### src/hw/dccp_pkg.sv
// Purpose: Shared constants for the converter code and calibration path.
// Assumes: 16-bit codes, eight channels in two groups, one offset converter per group.
// Notes: Offsets are word indices on the plain register port.
//
// Overview of operation
// - Correction off: input code goes to the 16-bit converter code unchanged in binary, MSB inverted in twos complement.
// - Correction on: code = input * (gain trim + 2^15) / 2^16 + signed zero trim.
// - Configuration gain select bit chooses amplifier gain six or four.
// - Dual supply: offset defaults 39322 (gain six), 43691 (gain four), 5-bit signed trim of -16 to +15 LSB.
// - Reset loads gain trims 32768, zero trims zero, input registers 0000h.
// - Format pin low means straight binary, high means twos complement, for inputs and offsets.
// - Binary 8000h is zero; twos complement 0000h is zero, 8000h negative full scale.
// - Gain trim is always straight binary, zero trim always twos complement.
// - Reads return data in the format in which it was written.
// - A gain select change reloads the offset codes with the new gain default.
// - Reset loads offset codes with the gain-six default plus factory trim, whatever the data format.
// - Two 16-bit offset converters, one per group, powered down in single supply.
// - Single supply keeps both offset converters powered down.
// - Channels 0-3 with offset A are group A, channels 4-7 with offset B group B.
// - Correction enable resets to zero; then trim writes only store values.
// - Reset loads channel codes 8000h or 0000h from the reset value select pin.
package dccp_pkg;
   localparam int          CODE_W       = 16;
   localparam int          NUM_CH       = 8;
   localparam int          NUM_GRP      = 2;
   localparam int          CH_PER_GRP   = 4;
   localparam int          ADDR_W       = 6;
   // Register word indices
   localparam logic [5:0]  BASE_INPUT   = 6'h00;
   localparam logic [5:0]  BASE_GTRIM   = 6'h08;
   localparam logic [5:0]  BASE_ZTRIM   = 6'h10;
   localparam logic [5:0]  BASE_CHAN    = 6'h18;
   localparam logic [5:0]  ADDR_CFG     = 6'h20;
   localparam logic [5:0]  ADDR_OFFS_A  = 6'h21;
   localparam logic [5:0]  ADDR_OFFS_B  = 6'h22;
   // Configuration field positions
   localparam int          CFG_CE_BIT   = 0;
   localparam int          CFG_GSEL_BIT = 1;
   localparam logic        RST_CE       = 1'b0;
   localparam logic        RST_GSEL     = 1'b1;
   // Reset values and code constants
   localparam logic [15:0] RST_GTRIM    = 16'h8000;
   localparam logic [15:0] RST_ZTRIM    = 16'h0000;
   localparam logic [15:0] RST_INPUT    = 16'h0000;
   localparam logic [15:0] CODE_MID     = 16'h8000;
   localparam logic [15:0] CODE_LOW     = 16'h0000;
   localparam logic [15:0] CODE_TOP     = 16'hffff;
   localparam logic [15:0] FMT_FLIP     = 16'h8000;
   localparam logic [16:0] GAIN_BIAS    = 17'h08000;
   localparam logic [15:0] OFFS_DEF_G6  = 16'h999a;
   localparam logic [15:0] OFFS_DEF_G4  = 16'haaab;
   localparam int          TRIM_W       = 5;
endpackage : dccp_pkg

### src/hw/dccp_corr.sv
// Purpose: Shared correction arithmetic: gain trim multiply, zero trim add, clamp.
// Assumes: Code input already in straight binary; gain trim binary, zero trim signed.
// Notes: Purely combinational; the caller registers the result.
`timescale 1ns/1ps
module dccp_corr (
   input  wire logic        [15:0] code_in,  // Straight binary input code
   input  wire logic        [15:0] gain_in,  // Gain trim, straight binary
   input  wire logic        [15:0] zero_in,  // Zero trim, twos complement
   output logic             [15:0] res_out,  // Clamped converter code
   output logic signed      [18:0] sum_out   // Unclamped sum, for checking
);
   logic [16:0] gain_full;
   logic [32:0] prod;
   logic [16:0] scaled;

   always_comb begin
      gain_full = {1'b0, gain_in} + dccp_pkg::GAIN_BIAS;
      prod      = {17'h00000, code_in} * {16'h0000, gain_full};
      scaled    = prod[32:16];
      sum_out   = $signed({2'b00, scaled}) + $signed({{3{zero_in[15]}}, zero_in});
      // Clamp rather than wrap, so an aggressive trim never folds the ramp over
      if (sum_out < 0) begin
         res_out = dccp_pkg::CODE_LOW;
      end else if (sum_out > $signed({3'b000, dccp_pkg::CODE_TOP})) begin
         res_out = dccp_pkg::CODE_TOP;
      end else begin
         res_out = sum_out[15:0];
      end
   end
endmodule : dccp_corr

### src/hw/dccp_top.sv
// Purpose: Register file and code path of an octal 16-bit converter with user calibration.
// Assumes: Straps and the supply mode pin are static and asynchronous; reset held three edges.
// Notes: Channel and offset codes are held internally as straight binary converter codes.
`timescale 1ns/1ps
module dccp_top #(
   parameter logic signed [4:0] TRIM_A_G6 = 5'sd0,  // Factory trim, group A, gain six
   parameter logic signed [4:0] TRIM_A_G4 = 5'sd0,  // Factory trim, group A, gain four
   parameter logic signed [4:0] TRIM_B_G6 = 5'sd0,  // Factory trim, group B, gain six
   parameter logic signed [4:0] TRIM_B_G4 = 5'sd0   // Factory trim, group B, gain four
) (
   input  wire logic          ref_clk_in,               // 100 MHz clock
   input  wire logic          reset_in,                 // Synchronous reset, active high
   input  wire logic [5:0]    addr_in,                  // Register word index
   input  wire logic [15:0]   wr_data_in,               // Write data
   input  wire logic          wr_in,                    // Write strobe
   input  wire logic          rd_in,                    // Read strobe
   output logic      [15:0]   rd_data_out,              // Read data, cycle after strobe
   input  wire logic          format_select_pin_in,     // High: twos complement
   input  wire logic          reset_value_select_pin_in,// High: reset to zero output
   input  wire logic          single_supply_in,         // High: single-supply operation
   output logic      [127:0]  chan_code_out,            // Eight converter codes, ch0 low
   output logic      [31:0]   offset_code_out,          // Offset A low, offset B high
   output logic               offset_pd_out,            // Offset converters powered down
   output logic               gain_six_out              // High: gain six, low: gain four
);
   typedef struct packed {
      logic             fmt_s1;
      logic             fmt_s2;
      logic             rsel_s1;
      logic             rsel_s2;
      logic             ss_s1;
      logic             ss_s2;
      logic [7:0][15:0] inp;
      logic [7:0][15:0] gtrim;
      logic [7:0][15:0] ztrim;
      logic [7:0][15:0] chan;
      logic [1:0][15:0] offs;
      logic             correction_enable_bit;
      logic             gsel;
      logic             pd;
      logic [15:0]      rd_data;
   } dccp_state_t;

   dccp_state_t s;
   dccp_state_t next_s;

   logic [15:0]        flip;
   logic [2:0]         ch;
   logic               hit_inp;
   logic               hit_gtrim;
   logic               hit_ztrim;
   logic               hit_chan;
   logic [15:0]        corr_code;
   logic [15:0]        corr_gain;
   logic [15:0]        corr_zero;
   logic [15:0]        corr_res;
   logic signed [18:0] corr_sum;

   // Default offset code for one group and gain, straight binary
   function automatic logic [15:0] dccp_offs_def(input logic grp, input logic g6);
      logic signed [4:0] t;
      t = grp ? (g6 ? TRIM_B_G6 : TRIM_B_G4) : (g6 ? TRIM_A_G6 : TRIM_A_G4);
      return (g6 ? dccp_pkg::OFFS_DEF_G6 : dccp_pkg::OFFS_DEF_G4) + {{11{t[4]}}, t};
   endfunction : dccp_offs_def

   always_comb begin
      flip      = s.fmt_s2 ? dccp_pkg::FMT_FLIP : 16'h0000;
      ch        = addr_in[2:0];
      hit_inp   = addr_in[5:3] == dccp_pkg::BASE_INPUT[5:3];
      hit_gtrim = addr_in[5:3] == dccp_pkg::BASE_GTRIM[5:3];
      hit_ztrim = addr_in[5:3] == dccp_pkg::BASE_ZTRIM[5:3];
      hit_chan  = addr_in[5:3] == dccp_pkg::BASE_CHAN[5:3];
      // Feed the engine with the value being written so the result lands in the same cycle
      corr_code = ((wr_in && hit_inp) ? wr_data_in : s.inp[ch]) ^ flip;
      corr_gain = (wr_in && hit_gtrim) ? wr_data_in : s.gtrim[ch];
      corr_zero = (wr_in && hit_ztrim) ? wr_data_in : s.ztrim[ch];
   end

   dccp_corr u_corr (
      .code_in (corr_code),
      .gain_in (corr_gain),
      .zero_in (corr_zero),
      .res_out (corr_res),
      .sum_out (corr_sum)
   );

   always_comb begin
      next_s         = s;
      next_s.fmt_s1  = format_select_pin_in;
      next_s.fmt_s2  = s.fmt_s1;
      next_s.rsel_s1 = reset_value_select_pin_in;
      next_s.rsel_s2 = s.rsel_s1;
      next_s.ss_s1   = single_supply_in;
      next_s.ss_s2   = s.ss_s1;
      next_s.pd      = s.ss_s2;
      next_s.rd_data = 16'h0000;
      if (reset_in) begin
         for (int i = 0; i < dccp_pkg::NUM_CH; i++) begin
            next_s.inp[i]   = dccp_pkg::RST_INPUT;
            next_s.gtrim[i] = dccp_pkg::RST_GTRIM;
            next_s.ztrim[i] = dccp_pkg::RST_ZTRIM;
            // Select high parks at bipolar zero, low at negative full scale
            next_s.chan[i]  = s.rsel_s2 ? dccp_pkg::CODE_MID : dccp_pkg::CODE_LOW;
         end
         next_s.offs[0]               = dccp_offs_def(1'b0, dccp_pkg::RST_GSEL);
         next_s.offs[1]               = dccp_offs_def(1'b1, dccp_pkg::RST_GSEL);
         next_s.correction_enable_bit = dccp_pkg::RST_CE;
         next_s.gsel                  = dccp_pkg::RST_GSEL;
      end else if (wr_in) begin
         if (hit_inp) begin
            next_s.inp[ch] = wr_data_in;
            if (s.correction_enable_bit) begin
               next_s.chan[ch] = corr_res;
            end else begin
               next_s.chan[ch] = wr_data_in ^ flip;
            end
         end else if (hit_gtrim) begin
            next_s.gtrim[ch] = wr_data_in;
            if (s.correction_enable_bit) begin
               next_s.chan[ch] = corr_res;
            end
         end else if (hit_ztrim) begin
            next_s.ztrim[ch] = wr_data_in;
            if (s.correction_enable_bit) begin
               next_s.chan[ch] = corr_res;
            end
         end else if (addr_in == dccp_pkg::ADDR_CFG) begin
            next_s.correction_enable_bit = wr_data_in[dccp_pkg::CFG_CE_BIT];
            next_s.gsel                  = wr_data_in[dccp_pkg::CFG_GSEL_BIT];
            // A gain change throws away any custom offset; software must rewrite it
            if (wr_data_in[dccp_pkg::CFG_GSEL_BIT] != s.gsel) begin
               next_s.offs[0] = dccp_offs_def(1'b0, wr_data_in[dccp_pkg::CFG_GSEL_BIT]);
               next_s.offs[1] = dccp_offs_def(1'b1, wr_data_in[dccp_pkg::CFG_GSEL_BIT]);
            end
         end else if (addr_in == dccp_pkg::ADDR_OFFS_A) begin
            next_s.offs[0] = wr_data_in ^ flip;
         end else if (addr_in == dccp_pkg::ADDR_OFFS_B) begin
            next_s.offs[1] = wr_data_in ^ flip;
         end
      end else if (rd_in) begin
         if (hit_inp) begin
            next_s.rd_data = s.inp[ch];
         end else if (hit_gtrim) begin
            next_s.rd_data = s.gtrim[ch];
         end else if (hit_ztrim) begin
            next_s.rd_data = s.ztrim[ch];
         end else if (hit_chan) begin
            next_s.rd_data = s.chan[ch] ^ flip;
         end else if (addr_in == dccp_pkg::ADDR_CFG) begin
            next_s.rd_data[dccp_pkg::CFG_CE_BIT]   = s.correction_enable_bit;
            next_s.rd_data[dccp_pkg::CFG_GSEL_BIT] = s.gsel;
         end else if (addr_in == dccp_pkg::ADDR_OFFS_A) begin
            next_s.rd_data = s.offs[0] ^ flip;
         end else if (addr_in == dccp_pkg::ADDR_OFFS_B) begin
            next_s.rd_data = s.offs[1] ^ flip;
         end
      end
   end

   always_ff @(posedge ref_clk_in) begin
      s <= next_s;
   end

   assign rd_data_out     = s.rd_data;
   assign chan_code_out   = s.chan;
   // Offset A sits in the low half, serving channels 0-3; offset B serves 4-7
   assign offset_code_out = s.offs;
   assign offset_pd_out   = s.pd;
   assign gain_six_out    = s.gsel;

   // Checks
   AST_PASS: assert property (@(posedge ref_clk_in) disable iff (reset_in)
      (wr_in && hit_inp && !s.correction_enable_bit)
      |=> s.chan[$past(ch)] == ($past(wr_data_in) ^ flip))
      else $error("passthrough code mismatch");

   AST_CORR: assert property (@(posedge ref_clk_in) disable iff (reset_in)
      (wr_in && (hit_inp || hit_gtrim || hit_ztrim) && s.correction_enable_bit)
      |=> s.chan[$past(ch)] == $past(corr_res))
      else $error("corrected code not loaded");

   AST_GAIN: assert property (@(posedge ref_clk_in) disable iff (reset_in)
      (wr_in && addr_in == dccp_pkg::ADDR_CFG)
      |=> gain_six_out == $past(wr_data_in[dccp_pkg::CFG_GSEL_BIT]))
      else $error("gain select not applied");

   AST_OFFS_RELOAD: assert property (@(posedge ref_clk_in) disable iff (reset_in)
      (wr_in && addr_in == dccp_pkg::ADDR_CFG && wr_data_in[dccp_pkg::CFG_GSEL_BIT] != s.gsel)
      |=> offset_code_out[15:0] == (s.gsel ? dccp_pkg::OFFS_DEF_G6 : dccp_pkg::OFFS_DEF_G4)
          + {{11{TRIM_A_G6[4]}}, TRIM_A_G6} * s.gsel + {{11{TRIM_A_G4[4]}}, TRIM_A_G4} * !s.gsel)
      else $error("offset default not reloaded");

   AST_RESET_VAL: assert property (@(posedge ref_clk_in)
      $past(reset_in) && !reset_in |-> s.gtrim[7] == dccp_pkg::RST_GTRIM && s.ztrim[0] == 16'h0000
         && s.inp[3] == 16'h0000 && !s.correction_enable_bit)
      else $error("trim reset values wrong");

   AST_RESET_CODE: assert property (@(posedge ref_clk_in)
      $past(reset_in) && !reset_in
      |-> chan_code_out[15:0] == (s.rsel_s2 ? 16'h8000 : 16'h0000)
          && offset_code_out[31:16] == dccp_offs_def(1'b1, 1'b1))
      else $error("reset codes wrong");

   AST_ZERO_MAP: assert property (@(posedge ref_clk_in) disable iff (reset_in)
      (wr_in && hit_inp && !s.correction_enable_bit && wr_data_in == 16'h0000 && s.fmt_s2)
      ##1 s.fmt_s2 |-> s.chan[$past(ch, 1)] == 16'h8000 || $past(ch, 1) != $past(ch, 2))
      else $error("twos complement zero not at midscale");

   AST_READBACK: assert property (@(posedge ref_clk_in) disable iff (reset_in)
      (wr_in && hit_gtrim) ##1 (rd_in && addr_in == $past(addr_in))
      |=> rd_data_out == $past(wr_data_in, 2))
      else $error("read back differs from write");

   AST_PD: assert property (@(posedge ref_clk_in) disable iff (reset_in)
      s.ss_s2 [*2] |=> offset_pd_out)
      else $error("offset converters not powered down");

   AST_SAT: assert property (@(posedge ref_clk_in) disable iff (reset_in)
      (corr_sum < 0 |-> corr_res == 16'h0000) and (corr_sum > 19'sd65535 |-> corr_res == 16'hffff))
      else $error("corrected code wrapped");

   AST_RD_ONE: assert property (@(posedge ref_clk_in) disable iff (reset_in)
      !rd_in |=> rd_data_out == 16'h0000)
      else $error("read data held beyond one cycle");

   // Readback checks: each register returns the format it was written in
   AST_RD_INP: assert property (@(posedge ref_clk_in) disable iff (reset_in)
      (rd_in && hit_inp) |=> rd_data_out == $past(s.inp[ch]))
      else $error("input register readback wrong");

   AST_RD_GTRIM: assert property (@(posedge ref_clk_in) disable iff (reset_in)
      (rd_in && hit_gtrim) |=> rd_data_out == $past(s.gtrim[ch]))
      else $error("gain trim readback wrong");

   AST_RD_ZTRIM: assert property (@(posedge ref_clk_in) disable iff (reset_in)
      (rd_in && hit_ztrim) |=> rd_data_out == $past(s.ztrim[ch]))
      else $error("zero trim readback wrong");

   AST_RD_CHAN: assert property (@(posedge ref_clk_in) disable iff (reset_in)
      (rd_in && hit_chan) |=> rd_data_out == ($past(s.chan[ch]) ^ $past(flip)))
      else $error("channel code readback wrong");

   AST_RD_OFFS_A: assert property (@(posedge ref_clk_in) disable iff (reset_in)
      (rd_in && addr_in == dccp_pkg::ADDR_OFFS_A) |=> rd_data_out == ($past(s.offs[0]) ^ $past(flip)))
      else $error("offset A readback wrong");

   AST_RD_OFFS_B: assert property (@(posedge ref_clk_in) disable iff (reset_in)
      (rd_in && addr_in == dccp_pkg::ADDR_OFFS_B) |=> rd_data_out == ($past(s.offs[1]) ^ $past(flip)))
      else $error("offset B readback wrong");

   AST_RD_CFG: assert property (@(posedge ref_clk_in) disable iff (reset_in)
      (rd_in && addr_in == dccp_pkg::ADDR_CFG)
      |=> rd_data_out == {14'h0000, $past(s.gsel), $past(s.correction_enable_bit)})
      else $error("configuration readback wrong");

   // Write side: stores and the format flip on offsets
   AST_OFFS_A_WR: assert property (@(posedge ref_clk_in) disable iff (reset_in)
      (wr_in && addr_in == dccp_pkg::ADDR_OFFS_A)
      |=> offset_code_out[15:0] == ($past(wr_data_in) ^ $past(flip)))
      else $error("offset A write not stored");

   AST_OFFS_B_WR: assert property (@(posedge ref_clk_in) disable iff (reset_in)
      (wr_in && addr_in == dccp_pkg::ADDR_OFFS_B)
      |=> offset_code_out[31:16] == ($past(wr_data_in) ^ $past(flip)) && $stable(offset_code_out[15:0]))
      else $error("offset B write leaked into group A");

   AST_INP_STORE: assert property (@(posedge ref_clk_in) disable iff (reset_in)
      (wr_in && hit_inp) |=> s.inp[$past(ch)] == $past(wr_data_in))
      else $error("input register not stored");

   AST_GTRIM_STORE: assert property (@(posedge ref_clk_in) disable iff (reset_in)
      (wr_in && hit_gtrim) |=> s.gtrim[$past(ch)] == $past(wr_data_in))
      else $error("gain trim not stored");

   AST_ZTRIM_STORE: assert property (@(posedge ref_clk_in) disable iff (reset_in)
      (wr_in && hit_ztrim) |=> s.ztrim[$past(ch)] == $past(wr_data_in))
      else $error("zero trim not stored");

   AST_CE_STORE: assert property (@(posedge ref_clk_in) disable iff (reset_in)
      (wr_in && (hit_gtrim || hit_ztrim) && !s.correction_enable_bit) |=> $stable(chan_code_out))
      else $error("trim write moved a code with correction off");

   AST_CHAN_RO: assert property (@(posedge ref_clk_in) disable iff (reset_in)
      (wr_in && hit_chan) |=> $stable(chan_code_out))
      else $error("channel code range is not read-only");

   AST_BTC_FLIP: assert property (@(posedge ref_clk_in) disable iff (reset_in)
      (wr_in && hit_inp && !s.correction_enable_bit && s.fmt_s2)
      |=> s.chan[$past(ch)][15] != $past(wr_data_in[15]))
      else $error("twos complement input not flipped");

   // Gain and offset housekeeping
   AST_NO_RELOAD: assert property (@(posedge ref_clk_in) disable iff (reset_in)
      (wr_in && addr_in == dccp_pkg::ADDR_CFG && wr_data_in[dccp_pkg::CFG_GSEL_BIT] == s.gsel)
      |=> $stable(offset_code_out))
      else $error("offset reloaded without a gain change");

   AST_GAIN_HOLD: assert property (@(posedge ref_clk_in) disable iff (reset_in)
      !(wr_in && addr_in == dccp_pkg::ADDR_CFG) |=> $stable(gain_six_out))
      else $error("gain select moved without a write");

   AST_RESET_OFFS: assert property (@(posedge ref_clk_in)
      $past(reset_in) && !reset_in
      |-> offset_code_out[15:0] == dccp_offs_def(1'b0, 1'b1) && gain_six_out)
      else $error("offset A reset default wrong");

   AST_PD_OFF: assert property (@(posedge ref_clk_in) disable iff (reset_in)
      !s.ss_s2 [*2] |=> !offset_pd_out)
      else $error("offset converters powered down in dual supply");

   // In range the result must be the plain sum, not a clamp
   AST_CORR_RANGE: assert property (@(posedge ref_clk_in) disable iff (reset_in)
      (corr_sum >= 0 && corr_sum <= 19'sd65535) |-> corr_res == corr_sum[15:0])
      else $error("in-range corrected code altered");

   COV_CORR: cover property (@(posedge ref_clk_in) disable iff (reset_in)
      wr_in && hit_inp && s.correction_enable_bit);
   COV_GAIN_CHG: cover property (@(posedge ref_clk_in) disable iff (reset_in)
      wr_in && addr_in == dccp_pkg::ADDR_CFG && wr_data_in[dccp_pkg::CFG_GSEL_BIT] != s.gsel);
   COV_SAT: cover property (@(posedge ref_clk_in) disable iff (reset_in)
      wr_in && s.correction_enable_bit && corr_sum > 19'sd65535);
   COV_BTC: cover property (@(posedge ref_clk_in) disable iff (reset_in)
      wr_in && hit_inp && s.fmt_s2);
   COV_RD_BACK: cover property (@(posedge ref_clk_in) disable iff (reset_in)
      (wr_in && hit_gtrim) ##1 (rd_in && hit_gtrim));
endmodule : dccp_top

### config.mk
export PLATFORM = sky130hd
export DESIGN_NAME = dccp_top
export DESIGN_NICKNAME = d
export VERILOG_FILES = /design/src/hw/dccp_pkg.sv /design/src/hw/dccp_corr.sv /design/src/hw/dccp_top.sv
export SDC_FILE = /design/constraint.sdc
export NUM_CORES = 2
export LEC_CHECK = 0
export ABC_AREA = 1
export BUFFER_PORTS_ARGS = -buffer_cell sky130_fd_sc_hd__buf_2
export CAP_MARGIN = 20
export CORE_AREA = 4 4 262 264
export DETAILED_ROUTE_END_ITERATION = 8
export DIE_AREA = 0 0 266 268
export PLACE_DENSITY = 0.86
export SLEW_MARGIN = 20
export SYNTH_ARGS = -nofsm -noshare
export SYNTH_HDL_FRONTEND = slang
export SYNTH_SLANG_ARGS = --single-unit
### constraint.sdc
create_clock -name ref_clk_in -period 18.5 [get_ports ref_clk_in]
set_input_delay 3.7 -clock ref_clk_in [delete_from_list [all_inputs] [get_ports ref_clk_in]]
set_output_delay 3.7 -clock ref_clk_in [all_outputs]
set_load 0.005 [all_outputs]
==> results.md <==
* Run status: finished, final reports clean
* TritonCTS Buffers at 66
* H-Tree Level Count at 3
* CP dominant cell by count: fa_1
* Worst slew pin tran at 1.15 ns
* Initial core utilization at 59.5%
* Part of the Yosys area used for sequential elements at 32.0%
* Worst R2R Start: s[418]
* Warnings, synthesis at 0
* GP Congestion at 0.997
* Hold Crit Start: next_s[565]
* Count of cell types in the netlist at 52
* Post-DP HPWL at 96.0 mm
* Initial DRC Count at 5855
* Die height at 268 um
* Smallest hold slack at 0.316 ns
* CTS tree: yes
* Crit path arrival time at 15.78 ns
* Tmin final at 15.32 ns
* Largest net degree at the start of global routing at 144
* CP max FO at 83
* DP Area at 39300 um^2
* Max Cap Viol at 0
* Avg Vias per Cell at 6.43
* Skew final at 0.0357 ns
* Largest area contributor in the netlist: dfxtp_1
* Post-synth ARST share at 0%
* Synth top cells by count: 735 x a21oi_1, 713 x o21ai_0, 608 x nand2_1, 590 x inv_1, 512 x nor2_1
* Area contributors post-synth: dfxtp_1 22%, fa_1 11%, edfxtp_1 9.7%
* Ys flop type: dfxtp_1
* RSZ-0062 raised after global routing: false
* Filler cells at 5840
* Required time worst endpoint at 18.96 ns
* Worst Hold Class: flip-flop to flip-flop
* Clk root buf: clkbuf_16
* CTS Sinks at 569
* # Post-CTS Setup Buffers at 0
* Worst Setup SP: addr_in[1]
* Final period utilization at 82.8%
* Vias in the first global route at 36.4k
* Synth Register Bits at 569
* First-pass iteration count of the detailed router at 8
* Yosys top cell area share at 22.3%
* F_max at 0.0653 GHz
* Total Routing Usage GR at 38.9%
* Mapped Area at 39600 um^2
* Crit-path slowest cell: o21ai_2
* Vias at 38.7k
* Hold Vio Cnt, Final at 0
* Worst path max stage delay at 0.81 ns
* Die ar. at 71300 um^2
* Core Region at 66600 um^2
* Pwr dens at 183 nW/um^2
* Avg Synthesized Cell Area at 7.46 um^2
* # setup viols final at 0
* Most common cell in the netlist: a21oi_1
* FP Rows at 95
* Leakage power at 0.0169 uW
* Die width at 266 um
* Clock latency on the worst-skew pair at 0.63 ns
* # port buffers at 206
* Total gr overflow at 0
* Share of cells above drive strength 1 at 9.00%
* Cells after Synth at 5310
* # hold bufs at CTS at 0
* First-pass GRT wire length at 216 mm
* CTS max path bufs at 3
* DRC at 0
* Final WL at 143 mm
* Worst VDD drop at 0.375 mV
* Crit path launch type: input port
* Setup TNS at 0 ns
* Crit path kind: input port to flip-flop
* Area grow syn2layout at 4.94%
* Post-synth EDFFs at 128
* Post_cts resized at 0
* Fin area at 41600 um^2
* Crit. End Element: flip-flop
* DRT antenna net count at 0
* Initial antenna violation count at 8
* Worst rel slew slack at 23.6%
* Reg clk slew, reported paths at 0.06 ns
* Fin. max-slew vios at 0
* NumNets Final at 5437
* Drt wl/cell at 23.8 um
* IO Pins at 207
## layer usage
layer  vias to the layer above  share of wire [%]  global-route usage, %
li1                      17100                  -                      -
met1                     17800                 35                   48.6
met2                      3004                 43                   58.4
met3                       674                 14                   10.9
met4                         6                8.8                   28.1
met5                         -              0.031                      0
## layout by cell type (no fill, tap or decap), types with 14 or more instances in the layout
cell and instances:
inv_1 588, ha_1 119, o211ai_1 42, a221oi_1 23, clkbuf_1 14, o2111ai_1 22
nand2_1 606, inv_2 25, clkbuf_16 69, nor4_1 16, buf_2 206, edfxtp_1 128
xor2_1 19, a211oi_1 97, o21ai_0 712, a21oi_1 735, dfxtp_1 440, nand3_1 215
o221ai_1 43, nor2_1 512, o21ai_1 47, buf_4 63, fa_1 208
## layout make-up
type / count / area (um^2) / share of cell area (%)
Clock buffer: 93 / 1920 / 4.61
Antenna cell: 5 / 12.5 / 0.0301
Timing Repair Buffer: 272 / 1550 / 3.72
Clock inverter: 26 / 285 / 0.687
Tap cell: 873 / 1090 / 2.63
Multi-Input combinational cell: 3545 / 21700 / 52.1
Sequential cell: 569 / 12700 / 30.5
Inverter: 627 / 2370 / 5.70
## metrics by stage
| step | util [%] | setup slack [ns] | total power [uW] | std cells |
|---|---|---|---|---|
| 2_1_floorplan | - | 6.71 | 4550 | 5312 |
| 3_3_place_gp | 59.1 | 2.99 | 6060 | 5884 |
| 3_5_place_dp | 59.1 | 3.04 | 6030 | 5884 |
| 4_1_cts | 62.4 | 3.64 | 7410 | 6003 |
| 5_1_grt | 62.4 | 2.61 | 7990 | 6006 |
| 6_report | 62.4 | 3.18 | 7610 | 6010 |
## flip-flops by register name (all words and copies together) (netlist names)
name	count
rd_data_out	16
chan_code_out	128
offset_pd_out	1
s	387
next_s	4
offset_code_out	32
gain_six_out	1
## worst max-delay path: cells and delay by family
kind	cells	cell delay, ns
buf+inv	7	3.35
fa+ha+maj	8	3.66
simple gates	7	1.57
compound gates	12	2.84
xor+xnor	2	0.46
## power breakdown
part / switching (uW) / internal [uW]
Sequential: 29.3 / 1300
Clock: 561 / 786
Combinational: 3470 / 1470
## logic make-up after synthesis
| kind of cell | synth area share [%] |
|---|---|
| AO/OA/AOI/OAI | 24.5 |
| AND/OR/NAND/NOR | 15.1 |
| buffers and inverters | 13.4 |
| flip-flops | 32.0 |
| adder cells (fa/ha/maj) | 14.3 |
| XOR/XNOR | 0.686 |
| other | 0.00947 |
## path summary, 6_finish.rpt
kind	to	slack, ns	cells after the start
worst max-delay path	chan_code_out[78]	3.18	36
worst min-delay path	s[565]	0.32	0
worst max register to register	chan_code_out[78]	7.87	33
worst min register to register	s[565]	0.32	0
Note: power is estimated with default switching activity, not from simulation.
